**src/dsc_regs.svh**
```systemverilog
`ifndef DSC_REGS_SVH
`define DSC_REGS_SVH
`define DSC_OFF_CONFIG 8'h00
`define DSC_OFF_DAC 8'h04
`define DSC_OFF_RESULT_A 8'h08
`define DSC_OFF_RESULT_B 8'h0c
`define DSC_OFF_STATUS 8'h10
`define DSC_CFG_RST 12'h000
`define DSC_DAC_RST 10'h3ff
`define DSC_CFG_SEL_HI 11
`define DSC_CFG_SEL_LO 10
`define DSC_CFG_UPD_HI 9
`define DSC_CFG_UPD_LO 8
`define DSC_CFG_REFPD 4
`define DSC_CFG_ACT_HI 2
`define DSC_CFG_ACT_LO 0
`define DSC_UPD_ENABLE 2'h1
`define DSC_ACT_DAC_WR 3'h1
`define DSC_CONV_LAST 4'hb
`define DSC_RESULT_ZERO 12'h000
`define DSC_STAT_BUSY 0
`define DSC_STAT_VALID_A 1
`define DSC_STAT_VALID_B 2
`define DSC_STAT_DAC_NEXT 3
`endif

```
**src/dsc_pkg.sv**
```systemverilog
package dsc_pkg;
	typedef enum {ST_ACQ, ST_HOLD, ST_CONV, ST_PRECH} dsc_state_t;
	typedef enum logic [1:0] {
		POS_PAIR0 = 2'h0,
		POS_PAIR1_NEG = 2'h1,
		POS_PAIR1 = 2'h2
	} dsc_pos_sel_t;
	typedef enum logic {
		NEG_PAIR0 = 1'h0,
		NEG_PAIR1 = 1'h1
	} dsc_neg_sel_t;
endpackage

```
**src/dsc_sar_if.sv**
```systemverilog
`timescale 1ns/1ps
interface dsc_sar_if #(
	parameter int W = 12
);
	logic start;
	logic step;
	logic cmp;
	logic [W-1:0] trial;
	logic [W-1:0] result;
	modport ctrl(output start, output step, output cmp, input trial, input result);
	modport sar(input start, input step, input cmp, output trial, output result);
endinterface

```
**src/dsc_sar.sv**
```systemverilog
`timescale 1ns/1ps
module dsc_sar #(
	parameter int W = 12
) (
	input wire logic clk,
	input wire logic arst_n,
	dsc_sar_if.sar bus
);
	localparam int IW = $clog2(W);
	localparam logic [IW-1:0] TOP = IW'(W - 1);
	localparam logic [W-1:0] MID = {1'b1, {(W-1){1'b0}}};

	logic [W-1:0] trial_q;
	logic [IW-1:0] bitIdx_q;
	logic [W-1:0] result_q;
	logic [W-1:0] final_w;

	assign bus.trial = trial_q;
	assign bus.result = result_q;

	always_comb begin
		final_w = trial_q;
		final_w[bitIdx_q] = bus.cmp;
	end

	// one bit decided per conversion-clock rise, msb first
	always_ff @(posedge clk or negedge arst_n) begin
		if (!arst_n) begin
			trial_q <= '0;
			bitIdx_q <= '0;
		end else if (bus.start) begin
			trial_q <= MID;
			bitIdx_q <= TOP;
		end else if (bus.step) begin
			trial_q <= final_w;
			if (bitIdx_q != '0) begin
				trial_q[bitIdx_q - 1'b1] <= 1'b1;
				bitIdx_q <= bitIdx_q - 1'b1;
			end
		end
	end

	// offset binary from the array turned to twos complement by inverting the msb
	always_ff @(posedge clk or negedge arst_n) begin
		if (!arst_n) begin
			result_q <= '0;
		end else if (bus.step && bitIdx_q == '0) begin
			result_q <= {~final_w[W-1], final_w[W-2:0]};
		end
	end
endmodule

```
**src/dsc_conv_ctrl.sv**
```systemverilog
// The register addresses and the plain strobed port were chosen for this implementation.
`timescale 1ns/1ps
`include "dsc_regs.svh"
module dsc_conv_ctrl #(
	parameter int W = 12,
	parameter int DAC_W = 10
) (
	input wire logic ref_clk,
	input wire logic arst_n,
	input wire logic convClk,
	input wire logic conversion_start_n,
	input wire logic [1:0] cmpBit,
	input wire logic [7:0] regAddr,
	input wire logic [11:0] regWrData,
	input wire logic regWr,
	input wire logic regRd,
	output logic [31:0] regRdData,
	output logic busy,
	output logic sampleSwitch,
	output logic precharge,
	output logic [1:0] muxPosSel,
	output logic muxNegSel,
	output wire logic [1:0][W-1:0] sarTrial,
	output logic [DAC_W-1:0] refDacCode,
	output logic refEnable
);
	dsc_pkg::dsc_state_t state_q;
	logic convClkPrev_q;
	logic convStPrev_q;
	logic clkRise;
	logic convStFall;
	logic [3:0] bitCnt_q;
	logic [11:0] config_q;
	logic [DAC_W-1:0] dac_q;
	logic dacNext_q;
	logic [1:0][W-1:0] result_q;
	logic [1:0] valid_q;
	logic [1:0] rdResult;
	logic [1:0] loadResult;
	logic cfgWr;
	logic dacWr;
	logic [1:0] selCode;

	dsc_sar_if #(.W(W)) sarBus[2] ();

	// conversion clock and start are sampled as ordinary synchronous inputs
	always_ff @(posedge ref_clk or negedge arst_n) begin
		if (!arst_n) begin
			convClkPrev_q <= 1'b0;
			convStPrev_q <= 1'b1;
		end else begin
			convClkPrev_q <= convClk;
			convStPrev_q <= conversion_start_n;
		end
	end

	assign clkRise = convClk & ~convClkPrev_q;
	assign convStFall = convStPrev_q & ~conversion_start_n;

	// both converters share start and step so they sample and convert together
	generate
		for (genvar g = 0; g < 2; g++) begin : g_conv
			assign sarBus[g].start = (state_q == dsc_pkg::ST_HOLD) && clkRise;
			assign sarBus[g].step = (state_q == dsc_pkg::ST_CONV) && clkRise;
			assign sarBus[g].cmp = cmpBit[g];
			assign sarTrial[g] = sarBus[g].trial;
			assign loadResult[g] = (state_q == dsc_pkg::ST_PRECH) && clkRise;
			dsc_sar #(.W(W)) u_sar (
				.clk(ref_clk),
				.arst_n(arst_n),
				.bus(sarBus[g])
			);

			// a fresh result wins over a read clearing the old one
			always_ff @(posedge ref_clk or negedge arst_n) begin
				if (!arst_n) begin
					result_q[g] <= '0;
					valid_q[g] <= 1'b0;
				end else if (loadResult[g]) begin
					result_q[g] <= sarBus[g].result;
					valid_q[g] <= 1'b1;
				end else if (rdResult[g]) begin
					valid_q[g] <= 1'b0;
				end
			end
		end
	endgenerate

	// conversion sequence: leaves acquisition on the start fall, then one step per conversion-clock rise
	always_ff @(posedge ref_clk or negedge arst_n) begin
		if (!arst_n) begin
			state_q <= dsc_pkg::ST_ACQ;
			bitCnt_q <= '0;
		end else begin
			unique case (state_q)
				dsc_pkg::ST_ACQ: begin
					// starts during busy never reach here, so they are simply ignored
					if (convStFall) begin
						state_q <= dsc_pkg::ST_HOLD;
					end
				end
				dsc_pkg::ST_HOLD: begin
					if (clkRise) begin
						state_q <= dsc_pkg::ST_CONV;
						bitCnt_q <= '0;
					end
				end
				dsc_pkg::ST_CONV: begin
					if (clkRise) begin
						bitCnt_q <= bitCnt_q + 4'h1;
						if (bitCnt_q == `DSC_CONV_LAST) begin
							state_q <= dsc_pkg::ST_PRECH;
						end
					end
				end
				dsc_pkg::ST_PRECH: begin
					if (clkRise) begin
						state_q <= dsc_pkg::ST_ACQ;
					end
				end
			endcase
		end
	end

	// analog controls registered so the pins never glitch
	always_ff @(posedge ref_clk or negedge arst_n) begin
		if (!arst_n) begin
			busy <= 1'b0;
			sampleSwitch <= 1'b1;
			precharge <= 1'b0;
		end else begin
			if ((state_q == dsc_pkg::ST_HOLD) && clkRise) begin
				busy <= 1'b1;
			end else if ((state_q == dsc_pkg::ST_PRECH) && clkRise) begin
				busy <= 1'b0;
			end
			if ((state_q == dsc_pkg::ST_ACQ) && convStFall) begin
				sampleSwitch <= 1'b0;
			end else if ((state_q == dsc_pkg::ST_PRECH) && clkRise) begin
				sampleSwitch <= 1'b1;
			end
			if ((state_q == dsc_pkg::ST_CONV) && clkRise && bitCnt_q == `DSC_CONV_LAST) begin
				precharge <= 1'b1;
			end else if ((state_q == dsc_pkg::ST_PRECH) && clkRise) begin
				precharge <= 1'b0;
			end
		end
	end

	// a configuration write asking for a dac write diverts the next config write to the dac
	assign cfgWr = regWr && regAddr == `DSC_OFF_CONFIG && !dacNext_q;
	assign dacWr = regWr && (regAddr == `DSC_OFF_DAC ||
		(regAddr == `DSC_OFF_CONFIG && dacNext_q));

	always_ff @(posedge ref_clk or negedge arst_n) begin
		if (!arst_n) begin
			config_q <= `DSC_CFG_RST;
			dacNext_q <= 1'b0;
		end else if (cfgWr) begin
			config_q <= regWrData;
			dacNext_q <= regWrData[`DSC_CFG_UPD_HI:`DSC_CFG_UPD_LO] == `DSC_UPD_ENABLE &&
				regWrData[`DSC_CFG_ACT_HI:`DSC_CFG_ACT_LO] == `DSC_ACT_DAC_WR;
		end else if (dacWr) begin
			dacNext_q <= 1'b0;
		end
	end

	// low codes are not blocked; keeping them out is the host's job
	always_ff @(posedge ref_clk or negedge arst_n) begin
		if (!arst_n) begin
			dac_q <= `DSC_DAC_RST;
		end else if (dacWr) begin
			dac_q <= regWrData[DAC_W-1:0];
		end
	end

	assign selCode = {config_q[`DSC_CFG_SEL_HI], config_q[`DSC_CFG_SEL_LO]};

	// mux follows the select code at once; the held sample keeps the old channel
	always_ff @(posedge ref_clk or negedge arst_n) begin
		if (!arst_n) begin
			muxPosSel <= dsc_pkg::POS_PAIR0;
			muxNegSel <= dsc_pkg::NEG_PAIR0;
			refDacCode <= `DSC_DAC_RST;
			refEnable <= 1'b1;
		end else begin
			unique case (selCode)
				2'h0: begin
					muxPosSel <= dsc_pkg::POS_PAIR0;
					muxNegSel <= dsc_pkg::NEG_PAIR0;
				end
				2'h1: begin
					muxPosSel <= dsc_pkg::POS_PAIR1_NEG;
					muxNegSel <= dsc_pkg::NEG_PAIR0;
				end
				2'h2: begin
					muxPosSel <= dsc_pkg::POS_PAIR1;
					muxNegSel <= dsc_pkg::NEG_PAIR0;
				end
				2'h3: begin
					muxPosSel <= dsc_pkg::POS_PAIR1;
					muxNegSel <= dsc_pkg::NEG_PAIR1;
				end
			endcase
			refDacCode <= dac_q;
			refEnable <= ~config_q[`DSC_CFG_REFPD];
		end
	end

	assign rdResult[0] = regRd && regAddr == `DSC_OFF_RESULT_A;
	assign rdResult[1] = regRd && regAddr == `DSC_OFF_RESULT_B;

	// read data stand only in the cycle after the strobe
	always_ff @(posedge ref_clk or negedge arst_n) begin
		if (!arst_n) begin
			regRdData <= '0;
		end else if (regRd) begin
			unique case (regAddr)
				`DSC_OFF_CONFIG: regRdData <= 32'(config_q);
				`DSC_OFF_DAC: regRdData <= 32'(dac_q);
				`DSC_OFF_RESULT_A: regRdData <= 32'(valid_q[0] ? result_q[0] : `DSC_RESULT_ZERO);
				`DSC_OFF_RESULT_B: regRdData <= 32'(valid_q[1] ? result_q[1] : `DSC_RESULT_ZERO);
				`DSC_OFF_STATUS: begin
					regRdData <= '0;
					regRdData[`DSC_STAT_BUSY] <= busy;
					regRdData[`DSC_STAT_VALID_A] <= valid_q[0];
					regRdData[`DSC_STAT_VALID_B] <= valid_q[1];
					regRdData[`DSC_STAT_DAC_NEXT] <= dacNext_q;
				end
				default: regRdData <= '0;
			endcase
		end else begin
			regRdData <= '0;
		end
	end
endmodule

```
**config.mk**
```make
export PLATFORM = sky130hd
export DESIGN_NAME = dsc_conv_ctrl
export DESIGN_NICKNAME = d
export VERILOG_FILES = /design/src/dsc_pkg.sv /design/src/dsc_sar_if.sv /design/src/dsc_sar.sv /design/src/dsc_conv_ctrl.sv
export VERILOG_INCLUDE_DIRS = /design/src
export SDC_FILE = /design/constraint.sdc
export NUM_CORES = 1
export LEC_CHECK = 0
export ABC_AREA = 1
export BUFFER_PORTS_ARGS = -buffer_cell sky130_fd_sc_hd__buf_2
export CAP_MARGIN = 20
export CORE_MARGIN = 3
export CORE_UTILIZATION = 55
export CTS_CLUSTER_DIAMETER = 150
export DETAILED_ROUTE_END_ITERATION = 12
export PLACE_DENSITY_LB_ADDON = 0.3
export SLEW_MARGIN = 10
export SYNTH_ARGS = -nofsm -noshare
export SYNTH_HDL_FRONTEND = slang
export SYNTH_SLANG_ARGS = --single-unit
export TNS_END_PERCENT = 30
```
**constraint.sdc**
```tcl
create_clock -name ref_clk -period 2.3 [get_ports ref_clk]
set_input_delay 0.23 -clock ref_clk [delete_from_list [all_inputs] [get_ports ref_clk]]
set_output_delay 0.23 -clock ref_clk [all_outputs]
set_load 0.01 [all_outputs]
```
==> results of run 1 <==
[cell type report]
type | instances | area [µm²] | share of cell area
inverter | 74 | 278 | 0.0346
timing repair buffer | 90 | 517 | 0.0644
sequential | 142 | 3580 | 0.447
multi-input combinational | 597 | 2850 | 0.355
tap | 168 | 210 | 0.0262
clock buffer | 23 | 478 | 0.0596
clock inverter | 9 | 110 | 0.0137
[power by group through the flow]
| stage | logic (µW) | registers (µW) | clock network (µW) |
|---|---|---|---|
| floorplan | 1770 | 3360 | 0 |
| detailed placement | 2390 | 3470 | 0 |
| finish | 2410 | 3450 | 2710 |
| global placement | 2350 | 3460 | 0 |
| CTS | 2410 | 3440 | 2740 |
| global route | 2780 | 3510 | 2850 |
[kinds of logic after synthesis]
group / share of synthesized area
AOI/OAI and AO/OA: 0.100
muxes: 0.00162
other: 0.000539
DFF: 0.515
and+or+nand+nor: 0.270
buffers and inverters: 0.0867
adders and majority gates: 0.0270
[worst max path at each step]
stage,end,startpoint,slack [ns],depth (start not counted)
2_1_floorplan,g_conv[1].u_sar.bus.trial[0],state_q[0],0.80,8
3_3_place_gp,g_conv[0].u_sar.bus.trial[11],state_q[0],0.51,7
3_5_place_dp,g_conv[1].u_sar.bus.trial[10],state_q[0],0.42,7
4_1_cts,g_conv[1].u_sar.bus.trial[9],state_q[0],0.42,7
5_1_grt,g_conv[1].u_sar.bus.trial[9],state_q[0],0.21,7
6_report,g_conv[1].u_sar.bus.trial[9],state_q[0],0.39,7
[tightest hold or removal path, stage by stage]
cell     delay, ns
buf_2         0.08
nand2_1       0.04
o21ai_0       0.06
[cells in the final DEF (no fill, tap or decap), types with 2 or more instances in the layout]
| cell type | n |
|---|---|
| clkbuf_8 | 3 |
| dfstp_2 | 23 |
| clkinvlp_4 | 3 |
| bufinv_16 | 2 |
| buf_4 | 4 |
| o21ai_2 | 10 |
| o21ai_1 | 25 |
| ha_1 | 15 |
| buf_12 | 2 |
| clkbuf_16 | 17 |
| nand2_1 | 287 |
| nand3_1 | 52 |
| a21oi_1 | 18 |
| nand4_1 | 10 |
| clkinv_2 | 2 |
| nand3b_1 | 7 |
| nor2_1 | 53 |
| inv_2 | 10 |
| buf_2 | 79 |
| inv_1 | 62 |
| o211ai_1 | 4 |
| nor2_4 | 8 |
| nor3_1 | 2 |
| dlygate4sd3_1 | 4 |
| nor2_2 | 9 |
| clkbuf_1 | 3 |
| nand2_2 | 8 |
| a21oi_2 | 2 |
| o21ai_0 | 58 |
| dfrtp_1 | 119 |
| clkinv_1 | 2 |
| conb_1 | 20 |
| clkinv_4 | 2 |
[state kept, by name, indices dropped and copies added (netlist names)]
name and flops:
refDacCode 10, g_conv.u_sar.bus.result 24, state_q 2, convClkPrev_q 1
g_conv.u_sar.bitIdx_q 8, sampleSwitch 1, bitCnt_q 4, muxPosSel 2
dac_q 10, convStPrev_q 1, muxNegSel 1, busy 1
refEnable 1, precharge 1, config_q 12, dacNext_q 1
regRdData 12, g_conv.u_sar.bus.trial 24, valid_q 2, result_q 24
[through the flow]
| step | setup WS, ns | hold WS, ns | total power, µW |
|---|---|---|---|
| finish | 0.387 | 0.0326 | 8580 |
| global route | 0.207 | 0.0415 | 9140 |
| CTS | 0.418 | 0.0268 | 8590 |
| detailed placement | 0.424 | 0.213 | 5860 |
| global placement | 0.508 | 0.213 | 5810 |
| floorplan | 0.796 | -0.0656 | 5130 |
[metal layers]
layer,up-vias,global-route usage,wire length [µm]
met5,-,0,0
met4,0,0.0760,226
met3,25,0.0608,819
met2,159,0.375,7650
met1,2649,0.306,6790
li1,2806,-,-
==> out/results.ini, run 1 <==
[run]
cap_violations=0

[synthesis]
netlist.area_leader.share=0.428
ys_top_cells_by_area=dfrtp_1 43%, nand2_1 15%, dfstp_2 8.7%, o21ai_0 4.2%, nand3_1 3.7%
synth_cell_types=36
yosys-top-cells-count=287 x nand2_1, 119 x dfrtp_1, 62 x inv_1
synth-main-ff-cell=dfrtp_1
yosysWarnings=0
synth.most_common_cell=nand2_1
ys_seq_area_frac=0.515
synth_seq_cells=142
netlist_instances=838
async_flop_share=1.00
synth_edf_count=0
synth_area_um2=6960
syn_area_per_cell_um2=8.30
synth_top_cell_by_area=dfrtp_1

[global_routing]
grt_pass1_wl_um=26200
track_usage=0.232
grt_overflow=0
antenna_found_initial=0
grt_start_max_net_pins=55
grt_pass1_vias=5351

[timing]
relSlewSlack=0.420
post-route-min-period_ns=1.91
tns_ns=0
final.period_utilization=0.832
hold_viol=0
max_freq_mhz=523
rsz0062_at_grt=false
maxSlewViolCount=0
worstMarginPinSlew_ns=0.870
setup_viol=0
fin_skew_ns=0.00674

[worst_setup_path]
reg2reg_depth=7
reg2reg_from=state_q[0]
crit_arrival_ns=2.25
timing.rr.end=g_conv[1].u_sar.bus.trial[9]
critPathBufInv=2
end_kind=register
cp_slowest_stage_delay_ns=0.41
cpMaxStageDelayCell=dfrtp_1
start_kind=register
worstSetupPathType=reg -> reg
reg2reg_slack_ns=0.39
path_cells=inv_1 -> ha_1 -> nand2_1 -> nor2_2 -> buf_4 -> nand2_1 -> o21ai_0
cp_top_family=simple AND/OR/NAND/NOR gates
cpMostUsedCell=nand2_1
path_max_fanout=13
critPathRequiredTime_ns=2.64

[power]
p_per_area_nw_per_um2=1070
peakVddDrop_mv=0.744
power.share.combinational=0.281
p_int_uw=5480
netSwitchingPower_uw=3090
power.leakage_uw=0.00419
clkPwrFrac=0.316
netSwitchingFraction=0.360
seqPwrFrac=0.402

[cts]
htree_levels=4
cts_tree=yes
cts_resized=0
clkTransAtPathRegs_ns=0.06
cts-root-buf=clkbuf_16
clk_latency_ns=0.42
cts.sink_count=142
post_cts_buffers=0
ctsHoldBuffers=4
cts_buffer_depth=2
cts_buffers=17

[worst_hold_path]
holdPathEnd=config_q[10]
hp-class=in -> reg
min_path_cells=3
hold_start=regWrData[10]

[place]
dp_hpwl_um=11100
dp_cells=1067
io_buffers=80
place.gp.congestion=0.906
postPlaceCellArea_um2=7390

[floorplanning]
die_area_um2=14000
dieWidth_um=118
start_util=0.570
core-area_um2=12200
die_h_um=118
rows=40
io_pins=101

[final_layout]
layout.cells.non_filler=1103
final_layout_size_suffix_gt1_frac=0.201
fill_cells=1074
postLayoutCellArea_um2=8020
final_nets=965
final_core_util=0.657
syn2layout_area_growth_pct=15.2
antenna_cells=0

[drt]
ant_nets=0
avgViaCountPerCell=5.11
first_iter_violations=403
drc_errors=0
first_pass_iters=4
routed_wirelength_um=15500
wl_per_cell_um=14.0
vias=5639

[run_status]
outcome=complete, no violations

(Power assumes the default switching activity.)
==> inputs of run 2 (changes only) <==
--- a/config.mk
+++ b/config.mk
@@ -10,7 +10,7 @@
 export BUFFER_PORTS_ARGS = -buffer_cell sky130_fd_sc_hd__buf_2
 export CAP_MARGIN = 20
 export CORE_MARGIN = 3
-export CORE_UTILIZATION = 55
+export CORE_UTILIZATION = 52
 export CTS_CLUSTER_DIAMETER = 150
 export DETAILED_ROUTE_END_ITERATION = 12
 export PLACE_DENSITY_LB_ADDON = 0.3
==> constraint.sdc (replaced) <==
create_clock -name ref_clk -period 1.6 [get_ports ref_clk]
set_input_delay 0.16 -clock ref_clk [delete_from_list [all_inputs] [get_ports ref_clk]]
set_output_delay 0.16 -clock ref_clk [all_outputs]
set_load 0.01 [all_outputs]
==> run 2 against run 1 <==
Design area grew 6.6%. Total power up 53%. Routed wire length is 6.3% higher. Clock-buffer cell count up 1. Maximum frequency is 23% higher. Register-to-register slack got worse by 0.34 ns. Die area is 5.5% higher.
==> out/results.ini, run 2 (synthesis gave the netlist of run 1 again) <==
[drt]
drc_errors=0  ; unchanged
avgViaCountPerCell=5.09  ; -0.46%
wl_per_cell_um=14.2  ; +1.2%
ant_nets=0  ; unchanged
routed_wirelength_um=16500  ; +6.3%
first_pass_iters=5  ; +1
vias=5898  ; +4.6%
first_iter_violations=538  ; +33%

[timing]
post-route-min-period_ns=1.55  ; -0.359 ns
maxSlewViolCount=0  ; unchanged
hold_viol=0  ; unchanged
whs_ns=0.0122  ; -0.0205 ns
rsz0062_at_grt=true
fin_skew_ns=0.00470  ; -0.00204 ns
max_freq_mhz=644  ; +23%
setup_ws_ns=0.0461  ; -0.341 ns
setup_viol=0  ; unchanged
final.period_utilization=0.971  ; +0.139

[floorplanning]
dieWidth_um=122  ; +2.7%
start_util=0.540  ; -0.0294
core-area_um2=12900  ; +5.4%
io_pins=101  ; unchanged
rows=41  ; +2.5%
die_h_um=122  ; +2.7%
die_area_um2=14800  ; +5.5%

[power]
power.leakage_uw=0.00443  ; +5.8%
netSwitchingPower_uw=4720  ; +53%
peakVddDrop_mv=1.16  ; +56%
p_int_uw=8440  ; +54%
p_per_area_nw_per_um2=1540  ; +44%
clkPwrFrac=0.297  ; -0.019
power.share.combinational=0.326  ; +0.045
seqPwrFrac=0.376  ; -0.026
total_power_uw=13200  ; +53%
netSwitchingFraction=0.358  ; -0.00199

[worst_setup_path]
cp_num_cells=6  ; -1
worstSetupPathType=reg -> reg
path_cells=buf_4 -> ha_2 -> nand3_1 -> o21ai_0 -> a21oi_1 -> o21ai_0
crit_arrival_ns=1.89  ; -0.36 ns
cpMaxStageDelayCell=dfrtp_1
critPathBufInv=1  ; -1
start_kind=register
reg2reg_depth=6  ; -1
cp_top_family=compound AO/OA/AOI/OAI gates
critPathRequiredTime_ns=1.94  ; -0.70 ns
end_kind=register
cpMostUsedCell=o21ai_0
path_max_fanout=6  ; -7
cp_slowest_stage_delay_ns=0.37  ; -0.04 ns

[global_routing]
grt_overflow=0  ; unchanged
antenna_found_initial=0  ; unchanged
grt_pass1_vias=5692  ; +6.4%
grt_pass1_wl_um=27500  ; +5.2%
grt_start_max_net_pins=45  ; -18%
track_usage=0.236  ; +0.00477

[worst_hold_path]
min_path_cells=3  ; unchanged
hp-class=in -> reg

[place]
io_buffers=80  ; unchanged
post-place-ws_ns=-0.0159  ; -0.440 ns
dp_hpwl_um=11800  ; +6.3%
place.gp.congestion=0.892  ; -1.5%

[cts]
clk_latency_ns=0.42  ; about the same
htree_levels=4  ; unchanged
cts_buffer_depth=2  ; unchanged
clkTransAtPathRegs_ns=0.06  ; about the same
cts_tree=yes
cts-root-buf=clkbuf_16
cts_buffers=17  ; unchanged
cts.sink_count=142  ; unchanged

[final_layout]
most-common-layout-cells=285 x nand2_1, 116 x dfrtp_1, 79 x buf_2
final_layout_size_suffix_gt1_frac=0.256  ; +0.0553
syn2layout_area_growth_pct=22.9
final_core_util=0.664  ; +0.00731
antenna_cells=0  ; unchanged
final_common_cell=nand2_1
final_nets=1017  ; +5.4%

[run]
cap_violations=0  ; unchanged

[run_status]
outcome=complete, no violations

==> run 2: changes by cell type in the layout (fill, tap and decap cells not counted), moves of 4 or more <==
cell and delta:
dlygate4sd3_1 +10, inv_1 -5, o21ai_0 -8, o21ai_1 +6, ha_2 +5, inv_2 +4
ha_1 -7, buf_4 +40
==> run 2: worst paths after layout <==
check,endpoint,slack [ns],startpoint
max in group asynchronous,dac_q[7],0.77,arst_n
min in group asynchronous,config_q[0],0.19,arst_n
setup reg to reg,g_conv[1].u_sar.bus.trial[7],0.05,g_conv[1].u_sar.bitIdx_q[1]
hold reg to reg,refDacCode[4],0.37,dac_q[4]
hold / removal,dac_q[7],0.01,regWrData[7]
setup / recovery,g_conv[1].u_sar.bus.trial[7],0.05,g_conv[1].u_sar.bitIdx_q[1]
==> run 2: layout make-up <==
type | instances | area [µm²]
fillers | 1049 | 4330
repair buffers | 142 | 957
well taps | 172 | 215
clock buffers | 24 | 482
clock inverters | 8 | 106
flip-flops and latches | 142 | 3590
multi-input cells | 597 | 2920
inverters | 74 | 280
==> run 2: timing repair <==
| action | CTS | global route |
|---|---|---|
| endpoints found under the setup margin | 23 | 71 |
| endpoints found under the hold margin | 130 | 0 |
| setup buffers | 0 | 0 |
| hold buffers | 14 | 0 |
| pin swaps | 1 | 2 |
| gates resized for setup | 3 | 35 |
==> run 2: per-stage QoR <==
step | instances | setup TNS, ns | area (µm²)
CTS | 1159 | 0 | 8470
global route | 1159 | -0.577 | 8550
global placement | 1113 | -0.173 | 7740
finish | 1159 | 0 | 8550
floorplan | 857 | 0 | 7030
detailed placement | 1113 | -0.0675 | 7740
==> run 2: per-layer routing <==
metal,wire (µm),global-route usage,vias up
met5,0,0,-
met4,324,0.0791,0
met3,763,0.0529,33
met2,7920,0.379,180
met1,7460,0.321,2764
li1,-,-,2921
==> run 2: tightest hold or removal path, stage by stage <==
cell,delay [ns]
buf_2,0.09
inv_1,0.08
o21ai_1,0.09
==> run 2: power by group through the flow <==
stage | registers, µW | clock network (µW) | logic (µW)
final | 4950 | 3910 | 4290
after global routing | 5060 | 4110 | 4840
after CTS | 4910 | 3960 | 4090
after detailed placement | 4960 | 0 | 4010
after global placement | 4940 | 0 | 3980
after floorplan | 4820 | 0 | 2550
